--- config.mk ---
export PLATFORM = sky130hd
export DESIGN_NAME = emfs_top
export DESIGN_NICKNAME = d
export VERILOG_FILES = /design/src/emfs_pkg.sv /design/src/emfs_top.sv
export SDC_FILE = /design/constraint.sdc
export NUM_CORES = 1
export LEC_CHECK = 0
export ABC_AREA = 1
export BUFFER_PORTS_ARGS = -buffer_cell sky130_fd_sc_hd__buf_2
export CORE_MARGIN = 4
export CORE_UTILIZATION = 54
export DETAILED_ROUTE_END_ITERATION = 10
export PLACE_DENSITY_LB_ADDON = 0.12
export SYNTH_ARGS = -nofsm -noshare
export SYNTH_HDL_FRONTEND = slang
export SYNTH_SLANG_ARGS = --single-unit
--- constraint.sdc ---
create_clock -name i_mclk -period 1.9 [get_ports i_mclk]
set_input_delay 0.095 -clock i_mclk [delete_from_list [all_inputs] [get_ports i_mclk]]
set_output_delay 0.095 -clock i_mclk [all_outputs]
set_load 0.005 [all_outputs]
--- src/emfs_pkg.sv ---
// package for the event mask and fault supervision block
// assumes a single clock domain; shared by the block and its bench
package emfs_pkg;
    // register indices on the plain register port
    localparam logic [3:0] ADDR_OUT_MASK = 4'h0;
    localparam logic [3:0] ADDR_DIN_MASK = 4'h1;
    localparam logic [3:0] ADDR_THM_MASK = 4'h2;
    localparam logic [3:0] ADDR_STATUS = 4'h3;
    localparam logic [3:0] ADDR_EVENTS = 4'h4;
    localparam logic [3:0] ADDR_CONTROL = 4'h5;
    localparam logic [3:0] ADDR_FAULT_CODE = 4'h6;
    // mask reset values
    localparam logic [9:0] OUT_MASK_RST = 10'h003;
    localparam logic [9:0] DIN_MASK_RST = 10'h000;
    localparam logic [7:0] THM_MASK_RST = 8'h00;
    // thermal mask bit positions
    localparam int THM_A_ALARM_ON = 0;
    localparam int THM_A_ALARM_OFF = 1;
    localparam int THM_A_TRIP_ON = 2;
    localparam int THM_A_TRIP_OFF = 3;
    localparam int THM_B_ALARM_ON = 4;
    localparam int THM_B_ALARM_OFF = 5;
    localparam int THM_B_TRIP_ON = 6;
    localparam int THM_B_TRIP_OFF = 7;
    // control register bit positions
    localparam int CTL_CLEAR_MSG = 0;
    localparam int CTL_CLEAR_EVT = 1;
    // status register bit positions
    localparam int STS_FAULT_ACTIVE = 0;
    localparam int STS_BLINK = 1;
    localparam int STS_MSG_SHOWN = 2;
    localparam int STS_RESTARTING = 3;
    localparam int STS_WARNING = 4;
    localparam int STS_SETTINGS_ZERO = 5;
    // fault codes
    localparam logic [7:0] FC_NONE = 8'h00;
    localparam logic [7:0] FC_RELAY_BASE = 8'h04;
    localparam logic [7:0] FC_ENABLE_SIG = 8'h09;
    localparam logic [7:0] FC_FEEDBACK = 8'h0A;
    localparam logic [7:0] FC_ENABLE_ALT = 8'h0B;
    localparam logic [7:0] FC_RELAY_ALT = 8'h0C;
    localparam logic [7:0] FC_DIP_A = 8'h14;
    localparam logic [7:0] FC_DIP_B = 8'h15;
    localparam logic [7:0] FC_PROG_MEM = 8'h1E;
    localparam logic [7:0] FC_WORK_A = 8'h32;
    localparam logic [7:0] FC_WORK_B = 8'h3B;
    localparam logic [7:0] FC_PARAM_LO = 8'h33;
    localparam logic [7:0] FC_PARAM_CAL = 8'h37;
    localparam logic [7:0] FC_PARAM_HI = 8'h38;
    localparam logic [7:0] FC_SENS_FAULTY = 8'h4B;
    localparam logic [7:0] FC_SENS_MISSING = 8'h50;
    localparam logic [7:0] FC_SENS_UNKNOWN = 8'h51;
    localparam logic [7:0] FC_SENS_CONFIG = 8'h52;
    localparam logic [7:0] FC_PSU_FAULTY = 8'h55;
    localparam logic [7:0] FC_PSU_UNKNOWN = 8'h56;
    localparam logic [7:0] FC_HW_CONFIG = 8'h5A;
    localparam logic [7:0] FC_COMM_UNKNOWN = 8'h5F;
    localparam logic [7:0] FC_PROTO_CFG = 8'h68;
    localparam logic [7:0] FC_VREF_0 = 8'h83;
    localparam logic [7:0] FC_VREF_1 = 8'h8B;
    localparam logic [7:0] FC_VREF_2 = 8'hC3;
    localparam logic [7:0] FC_VREF_3 = 8'hCB;
    localparam logic [7:0] FC_VREF_4 = 8'hDE;
    localparam logic [7:0] FC_VREF_5 = 8'hDF;
    localparam logic [7:0] FC_MEAS_UNIT = 8'hFD;
    // default restart confirm time and blink half period
    localparam int RESTART_NS = 4000;
    localparam int BLINK_HALF_NS = 1000;
    localparam int CLK_NS = 4;
    localparam int RESTART_CYC = RESTART_NS / CLK_NS;
    localparam int BLINK_CYC = BLINK_HALF_NS / CLK_NS;
    // display message source
    typedef enum logic [1:0] {
        EMFS_DISP_NONE,
        EMFS_DISP_WARN,
        EMFS_DISP_FAULT
    } emfs_disp_t;
    // register port request
    typedef struct packed {
        logic [3:0] addr;
        logic [15:0] wdata;
        logic wr;
        logic rd;
    } emfs_req_t;
endpackage

--- src/emfs_top.sv ---
// event mask filtering and internal fault supervision for the relay core
// assumes one clock; event inputs and fault inputs are synchronous to i_mclk
// What this block does
// - output mask: five outputs, default first pair
// - input mask: five inputs, default all off
// - stage a: alarm 1/2, trip 4/8
// - stage b: alarm 16/32, trip 64/128
// - thermal mask defaults to zero
// - supervise always, show fault on light, display
// - two classes: blocking fault or warning
// - restart first, escalate only if persistent
// - persistent fault: ready blinks, supervision contact on
// - other contacts reset and locked during fault
// - display fault message with numeric code
// - fault message has top display priority
// - no clearing while ready light blinks
// - fault gone: stop blink, keep message
// - codes 4 to 8 name failed relay
// - code 9 enable, 10 to 12 feedback
// - supply, program, work, parameter memory codes
// - parameter memory fault forces settings zero
// - codes 75 to 82 sensor module faults
// - codes 85, 86, 90, 95 modules, config
// - code 104 protocol configuration set fault
// - reference voltage codes, 253 measuring unit
//
// The placing of the registers and the strobed register port were chosen for this implementation.

// overview
// three masks gate the raw event strobes
// a set mask bit admits its event
// admitted events set sticky flags
// flags stay until software clears them
// one fault level drives supervision
// a new fault first gets a restart
// only a lasting fault escalates
// escalation blinks ready, opens contacts
// and pulls in the supervision contact
// the fault code is latched for display
// warnings never escalate or latch
// inputs are synchronous to i_mclk
// every output leaves from a flop

// limits a user must know
// restart and blink counts are in cycles
// so they must match the clock in use
// a code change in a fault shows live
// a warning and a persistent fault show the fault
// clear is refused while fault persists
// and taken at once after it
// flags have no overflow indication
module emfs_top
    import emfs_pkg::*;
#(
    parameter int RESTART_CYCLES = RESTART_CYC,
    parameter int BLINK_CYCLES = BLINK_CYC
) (
    // clock and reset
    input wire logic i_mclk,
    input wire logic i_rstn,
    // register port
    input wire emfs_pkg::emfs_req_t i_req,
    output logic [15:0] o_rdata,
    // raw event strobes: outputs (act/reset pairs), inputs, thermal
    input wire logic [9:0] i_out_evt,
    input wire logic [9:0] i_din_evt,
    input wire logic [7:0] i_thm_evt,
    // supervision inputs
    input wire logic i_fault,
    input wire logic [7:0] i_fault_code,
    input wire logic i_warning,
    input wire logic i_startup,
    input wire logic [4:0] i_contact_req,
    // supervision outputs
    output logic o_restart,
    output logic o_ready_led,
    output logic o_supv_contact,
    output logic [4:0] o_contact,
    output logic o_settings_zero,
    output emfs_pkg::emfs_disp_t o_disp_src,
    output logic [7:0] o_disp_code,
    // filtered event report
    output logic [27:0] o_evt
);
    import emfs_pkg::*;

    // supervision states
    // ok: no fault, contacts follow
    // restart: restart attempt running
    // persist: fault outlived attempt
    // codes are left to the tool
    typedef enum logic [1:0] {
        EMFS_ST_OK,
        EMFS_ST_RESTART,
        EMFS_ST_PERSIST
    } emfs_state_t;

    // counters are 32 bits so any
    // restart or blink count fits
    emfs_state_t state_q; // supervision state
    logic [9:0] out_mask_q; // output contact event mask
    logic [9:0] din_mask_q; // digital input event mask
    logic [7:0] thm_mask_q; // thermal stage event mask
    logic [27:0] evt_q; // sticky masked events
    logic [27:0] evt_raw; // all raw events joined
    logic [27:0] mask_all; // all masks joined
    logic [31:0] rst_cnt_q; // restart confirm counter
    logic [31:0] blink_cnt_q; // blink half-period counter
    logic blink_q; // blink phase
    logic msg_q; // fault message latched
    logic [7:0] code_q; // latched fault code
    logic param_fault; // general parameter memory fault
    logic wr_ctl; // control register write
    logic [15:0] status; // status word

    // events and masks join in one order
    // so one index picks strobe and bit
    // bits 0 to 9: output contact pairs
    // bits 10 to 19: digital input pairs
    // bits 20 to 27: thermal stages
    // the control write is decoded once
    // for both clear bits

    assign evt_raw = {i_thm_evt, i_din_evt, i_out_evt};
    assign mask_all = {thm_mask_q, din_mask_q, out_mask_q};
    assign wr_ctl = i_req.wr && (i_req.addr == ADDR_CONTROL);

    // settings go to zero only for the
    // general parameter memory codes
    // the calibration code is separate
    // and leaves the settings alone

    // general parameter memory codes, calibration code excluded
    assign param_fault = i_fault && (i_fault_code >= FC_PARAM_LO)
        && (i_fault_code <= FC_PARAM_HI) && (i_fault_code != FC_PARAM_CAL);

    // one write strobe serves all masks
    // other indices leave them alone
    // reset enables only the first pair
    // only low bits of the word are kept

    // mask registers written from software
    always_ff @(posedge i_mclk) begin
        if (!i_rstn) begin
            out_mask_q <= OUT_MASK_RST;
            din_mask_q <= DIN_MASK_RST;
            thm_mask_q <= THM_MASK_RST;
        end else if (i_req.wr) begin
            case (i_req.addr)
                ADDR_OUT_MASK: out_mask_q <= i_req.wdata[9:0];
                ADDR_DIN_MASK: din_mask_q <= i_req.wdata[9:0];
                ADDR_THM_MASK: thm_mask_q <= i_req.wdata[7:0];
                default: ;
            endcase
        end
    end

    // each of the 28 flags has a process
    // an event beside a clear wins, so
    // no event is lost to a racing clear
    // a held strobe keeps its flag set
    // clearing is all flags at once

    // sticky event capture, one bit per weight; set beats clear
    genvar g;
    generate
        for (g = 0; g < 28; g++) begin : g_evt
            always_ff @(posedge i_mclk) begin
                if (!i_rstn) begin
                    evt_q[g] <= 1'b0;
                end else if (evt_raw[g] && mask_all[g]) begin
                    evt_q[g] <= 1'b1;
                end else if (wr_ctl && i_req.wdata[CTL_CLEAR_EVT]) begin
                    evt_q[g] <= 1'b0;
                end
            end
        end
    endgenerate

    // the attempt lasts RESTART_CYCLES
    // edges of a fault still present
    // a fault gone in the attempt
    // returns to ok with no trace
    // the counter clears in ok, so each
    // new fault gets a full attempt
    // persist leaves only when fault clears
    // an unknown state falls back to ok

    // supervision state: restart attempt, then persistence
    always_ff @(posedge i_mclk) begin
        if (!i_rstn) begin
            state_q <= EMFS_ST_OK;
            rst_cnt_q <= 32'h0000_0000;
        end else begin
            case (state_q)
                EMFS_ST_OK: begin
                    rst_cnt_q <= 32'h0000_0000;
                    if (i_fault) begin
                        state_q <= EMFS_ST_RESTART;
                    end
                end
                EMFS_ST_RESTART: begin
                    if (!i_fault) begin
                        state_q <= EMFS_ST_OK; // restart cured it
                    end else if (rst_cnt_q >= 32'(RESTART_CYCLES - 1)) begin
                        state_q <= EMFS_ST_PERSIST;
                    end else begin
                        rst_cnt_q <= rst_cnt_q + 32'h0000_0001;
                    end
                end
                EMFS_ST_PERSIST: begin
                    if (!i_fault) begin
                        state_q <= EMFS_ST_OK;
                    end
                end
                default: state_q <= EMFS_ST_OK;
            endcase
        end
    end

    // the counter restarts outside persist
    // so each blink starts in one phase
    // first led value in persist is dark
    // so the change shows at once
    // half period is BLINK_CYCLES edges

    // blink timer runs only while the fault persists
    always_ff @(posedge i_mclk) begin
        if (!i_rstn || state_q != EMFS_ST_PERSIST) begin
            blink_cnt_q <= 32'h0000_0000;
            blink_q <= 1'b0;
        end else if (blink_cnt_q >= 32'(BLINK_CYCLES - 1)) begin
            blink_cnt_q <= 32'h0000_0000;
            blink_q <= ~blink_q;
        end else begin
            blink_cnt_q <= blink_cnt_q + 32'h0000_0001;
        end
    end

    // the message is refreshed in every
    // persist cycle, so a clear write
    // or a start-up there is a no-op
    // after the fault the code stays
    // until cleared or a start begins
    // the code reads zero once cleared

    // fault message latch: clear refused while blinking
    always_ff @(posedge i_mclk) begin
        if (!i_rstn) begin
            msg_q <= 1'b0;
            code_q <= FC_NONE;
        end else if (state_q == EMFS_ST_PERSIST) begin
            msg_q <= 1'b1;
            code_q <= i_fault_code;
        end else if (i_startup || (wr_ctl && i_req.wdata[CTL_CLEAR_MSG])) begin
            msg_q <= 1'b0;
            code_q <= FC_NONE;
        end
    end

    // ready is steady outside persist
    // and follows the blink phase inside
    // contacts are open and locked in
    // persist; requests are ignored
    // else contacts follow one cycle late
    // restart is a level for the attempt
    // ready is dark in reset

    // indicators and contacts
    always_ff @(posedge i_mclk) begin
        if (!i_rstn) begin
            o_ready_led <= 1'b0;
            o_supv_contact <= 1'b0;
            o_contact <= 5'h00;
            o_restart <= 1'b0;
            o_settings_zero <= 1'b0;
        end else begin
            o_restart <= (state_q == EMFS_ST_RESTART);
            o_ready_led <= (state_q == EMFS_ST_PERSIST) ? blink_q : 1'b1;
            o_supv_contact <= (state_q == EMFS_ST_PERSIST);
            o_contact <= (state_q == EMFS_ST_PERSIST) ? 5'h00 : i_contact_req;
            o_settings_zero <= param_fault;
        end
    end

    // a kept message or a persistent fault
    // always beats a warning
    // live code shows during the fault
    // the latched code shows after it
    // a warning shows with no code

    // display source: fault message outranks warnings
    always_ff @(posedge i_mclk) begin
        if (!i_rstn) begin
            o_disp_src <= EMFS_DISP_NONE;
            o_disp_code <= FC_NONE;
        end else if (msg_q || state_q == EMFS_ST_PERSIST) begin
            o_disp_src <= EMFS_DISP_FAULT;
            o_disp_code <= (state_q == EMFS_ST_PERSIST) ? i_fault_code : code_q;
        end else if (i_warning) begin
            o_disp_src <= EMFS_DISP_WARN;
            o_disp_code <= FC_NONE;
        end else begin
            o_disp_src <= EMFS_DISP_NONE;
            o_disp_code <= FC_NONE;
        end
    end

    // bit 0 raw fault, bit 1 persist
    // bit 2 message, bit 3 restarting
    // bit 4 warning, bit 5 settings zero
    // other bits read zero

    // status word
    always_comb begin
        status = 16'h0000;
        status[STS_FAULT_ACTIVE] = i_fault;
        status[STS_BLINK] = (state_q == EMFS_ST_PERSIST);
        status[STS_MSG_SHOWN] = msg_q;
        status[STS_RESTARTING] = (state_q == EMFS_ST_RESTART);
        status[STS_WARNING] = i_warning;
        status[STS_SETTINGS_ZERO] = o_settings_zero;
    end

    // data stand one cycle, then zero,
    // so a stale word never looks fresh
    // index 5 reads upper event flags
    // beside low input mask bits
    // unmapped indices read zero
    // the port never makes anyone wait

    // read data, one cycle after the read strobe
    always_ff @(posedge i_mclk) begin
        if (!i_rstn) begin
            o_rdata <= 16'h0000;
        end else if (i_req.rd) begin
            case (i_req.addr)
                ADDR_OUT_MASK: o_rdata <= {6'h00, out_mask_q};
                ADDR_DIN_MASK: o_rdata <= {6'h00, din_mask_q};
                ADDR_THM_MASK: o_rdata <= {8'h00, thm_mask_q};
                ADDR_STATUS: o_rdata <= status;
                ADDR_EVENTS: o_rdata <= {6'h00, evt_q[9:0]};
                ADDR_CONTROL: o_rdata <= {din_mask_q[5:0], evt_q[27:18]};
                ADDR_FAULT_CODE: o_rdata <= {8'h00, code_q};
                default: o_rdata <= 16'h0000;
            endcase
        end else begin
            o_rdata <= 16'h0000;
        end
    end

    // flags mirrored one cycle late
    // for a reader that polls no register

    // event output mirrors the sticky flags
    always_ff @(posedge i_mclk) begin
        if (!i_rstn) begin
            o_evt <= 28'h000_0000;
        end else begin
            o_evt <= evt_q;
        end
    end
endmodule
==> flow_summary_export.csv <==
group,metric,value,unit
status,outcome,"finished, final reports clean",
grt,met1_usage,0.296,
timing,fin_crit_sh,0.900,
timing,setup_viol,0,
grt,antenna_found_initial,0,
synthesis,synthCells,805,
worst_setup_path,worst-setup-path-type,"register to register",
synthesis,yosys-top-cells-area,"dfxtp_1, nand2_1, o21ai_0",
cts,clockBufferDepth,2,
floorplanning,pin_count,131,
worst_setup_path,critPathArrivalTime,2.01,ns
place,gp_congestion,0.917,
pwr,power.leakage,3.94,nW
route,drtIter0Drc,476,
route,post_drt_wl_per_cell,14.1,µm
timing,worstMarginPinSlew,0.645,ns
synthesis,synth_edf_count,0,
cts,cts_setup_buffers,0,
cts,post_cts_resized,0,
run,cap_viol_max_count,0,
grt,grt_use_met2,0.393,
synthesis,synthesis.area,6850,µm²
cells_and_area,final_cells,1194,
floorplanning,fp.dieH,121,µm
synthesis,ys_seq_area_frac,0.570,
timing,setup-tns-final,0,ns
floorplanning,start_util,0.561,
floorplanning,dieArea,14500,µm²
cts,clk_pin_slew,0.07,ns
cts,cts_tree,"yes",
worst_setup_path,crit_fanout,11,
grt,grt.busiest_layer,"met2",
cells_and_area,syn2layout_area_growth,29.7,%
grt,grt_pass1_vias,5638,
timing,relSlewSlack,0.569,
timing,hold_viol,0,
route,vias_per_cell,4.94,
hold_path,holdCritPathClass,"primary input to register",
route,routed-via-count,5902,
timing,drv_slew,0,
timing,max_freq,0.585,GHz
place,portBuffers,124,
synthesis,yosys.area.top_type_share,0.570,
synthesis,synth_cell_types,41,
route,drc,0,
synthesis,ys_warn_count,0,
floorplanning,die_w,121,µm
worst_setup_path,end_kind,"register",
cells_and_area,antennaDiodeCount,0,
cts,insertion_delay,0.44,ns
cts,cts_buffers,17,
cells_and_area,drive_above_1_share,0.203,
route,firstDrtPassIters,5,
grt,grtUsageMet3,0.0748,
synthesis,async_reset_ff_frac,0,
grt,grt_usage,0.238,
cts,cts_hold_buf,52,
place,hpwl,11300,µm
synthesis,synth_largest_area_cell,"dfxtp_1",
cts,cts_root_buffer,"clkbuf_16",
floorplanning,num_rows,40,
pwr,powerDensity,931,nW/µm²
route,wl,16900,µm
timing,rsz0062_at_grt,"false",
route,ant_nets,0,
pwr,ir_worst_vdd,691,µV
synthesis,ys_ff_latch,195,
cts,cts_max_level,4,
synthesis,synth.avg_cell_area,8.50,µm²
cts,clock_sinks,195,
timing,period_needed,1.71,ns
cells_and_area,nNetsFinal,1085,
timing,finClkSkew,0.0123,ns
worst_setup_path,cp-start-kind,"register",
floorplanning,core_area,12200,µm²
worst_setup_path,worstPathRequired,2.20,ns
place,place_inst,1110,
grt,grt_max_degree,60,
synthesis,synthFlopType,"dfxtp_1",
grt,grt_overflow,0,
grt,grt_pass1_wl,27300,µm
## layout by cell type, fill, tap and decap left out, types with 2 or more instances in the layout
cell | Yosys | final
nand2_2 | 9 | 9
clkinvlp_4 | 0 | 3
nand2_1 | 119 | 119
buf_4 | 0 | 16
inv_1 | 94 | 94
nand4_1 | 2 | 2
nand3_1 | 55 | 55
nor2_2 | 4 | 4
a21oi_1 | 46 | 46
nor3_1 | 12 | 12
a31oi_1 | 2 | 2
o21ai_0 | 71 | 71
clkinv_2 | 0 | 6
dlygate4sd3_1 | 0 | 52
xor2_1 | 7 | 7
ha_1 | 4 | 4
inv_6 | 0 | 2
or2_2 | 3 | 3
nor3b_2 | 4 | 4
bufinv_16 | 0 | 3
dfxtp_1 | 195 | 195
o21ai_1 | 3 | 3
conb_1 | 1 | 24
clkinv_1 | 4 | 4
buf_2 | 5 | 124
a21oi_2 | 8 | 8
o22ai_1 | 8 | 8
a41oi_1 | 2 | 2
nor2_1 | 91 | 91
nand2_4 | 2 | 2
nor3b_1 | 21 | 21
clkbuf_16 | 0 | 17
## per-layer routing
layer  share of wire  vias to the layer above
met2            0.48                      216
li1                -                     2980
met4           0.019                        0
met5               0                        -
met1            0.42                     2676
met3           0.080                       30
## state kept, by name (all words and copies together) (netlist names), 2 cells and up
signal       cells
evt_q           28
o_rdata         16
din_mask_q      10
thm_mask_q       8
rst_cnt_q       32
state_q          2
o_disp_src       2
o_evt           28
out_mask_q      10
code_q           8
blink_cnt_q     32
o_contact        5
o_disp_code      8
## stage by stage
stage          area, µm²  power, mW   util  setup WS [ns]  hold WS, ns
6_report            8880       8.27  0.727          0.189       0.0150
5_1_grt             8880       8.54  0.727         0.0159       0.0103
4_1_cts             8880       8.32  0.727          0.173     0.000301
3_5_place_dp        7760       4.65  0.636          0.216        0.314
3_3_place_gp        7760       4.65  0.636          0.214        0.306
2_1_floorplan       6930       4.48      -          0.433        0.207
## path summary, 6_finish.rpt
check	slack (ns)	endpoint	cells past startpoint	from
setup / recovery	0.19	rst_cnt_q[15]$_SDFFE_PN0P_	10	rst_cnt_q[0]$_SDFFE_PN0P_
hold / removal	0.01	din_mask_q[6]$_SDFFE_PN0P_	3	i_req[1]
setup reg to reg	0.19	rst_cnt_q[15]$_SDFFE_PN0P_	10	rst_cnt_q[0]$_SDFFE_PN0P_
hold reg to reg	0.43	o_evt[15]$_SDFF_PN0_	2	evt_q[15]$_SDFFE_PN0P_
## synth_stat cells (2+ instances only)
| master | count |
|---|---|
| nand2_1 | 119 |
| ha_1 | 4 |
| nor3b_2 | 4 |
| nor2_2 | 4 |
| a21oi_1 | 46 |
| a41oi_1 | 2 |
| o22ai_1 | 8 |
| nand4_1 | 2 |
| clkbuf_2 | 2 |
| buf_2 | 5 |
| buf_6 | 2 |
| nand2_2 | 9 |
| nand3_1 | 55 |
| a31oi_1 | 2 |
| o21ai_0 | 71 |
| clkbuf_1 | 14 |
| a21oi_2 | 8 |
| nand2_4 | 2 |
| nor3_1 | 12 |
| o21ai_1 | 3 |
| clkinv_1 | 4 |
| nor3b_1 | 21 |
| dfxtp_1 | 195 |
| xor2_1 | 7 |
| inv_1 | 94 |
| nor2_1 | 91 |
| buf_1 | 3 |
| or2_2 | 3 |
## worst max-delay path, stage by stage (launching register included)
cell and delay (ns):
dfxtp_1 0.34, ha_1 0.22, nand2_1 0.10, nand2_1 0.06, nand3_1 0.09, nand2_2 0.08, nor2_4 0.15, nand2_4 0.12
nand2_4 0.19, buf_4 0.18, nor3b_1 0.05
## layout make-up
type	instances	area [µm²]
Sequential cell	195	3900
Multi-Input combinational cell	507	2510
Tap cell	168	210
Inverter	99	372
Clock inverter	14	160
Timing Repair Buffer	193	1280
Clock buffer	18	439
Fill cell	962	3330
## where the power goes
group	switching, mW	internal (mW)
combinational	0.261	0.199
sequential	0.0290	4.16
clock	1.52	2.10
## logic make-up after synthesis
| family | synth area share |
|---|---|
| compound gates | 0.117 |
| xor+xnor | 0.0102 |
| fa+ha+maj | 0.00731 |
| buf+inv | 0.0749 |
| flops | 0.570 |
| other cells | 0.000548 |
| simple gates | 0.220 |
(Power assumes the default switching activity.)
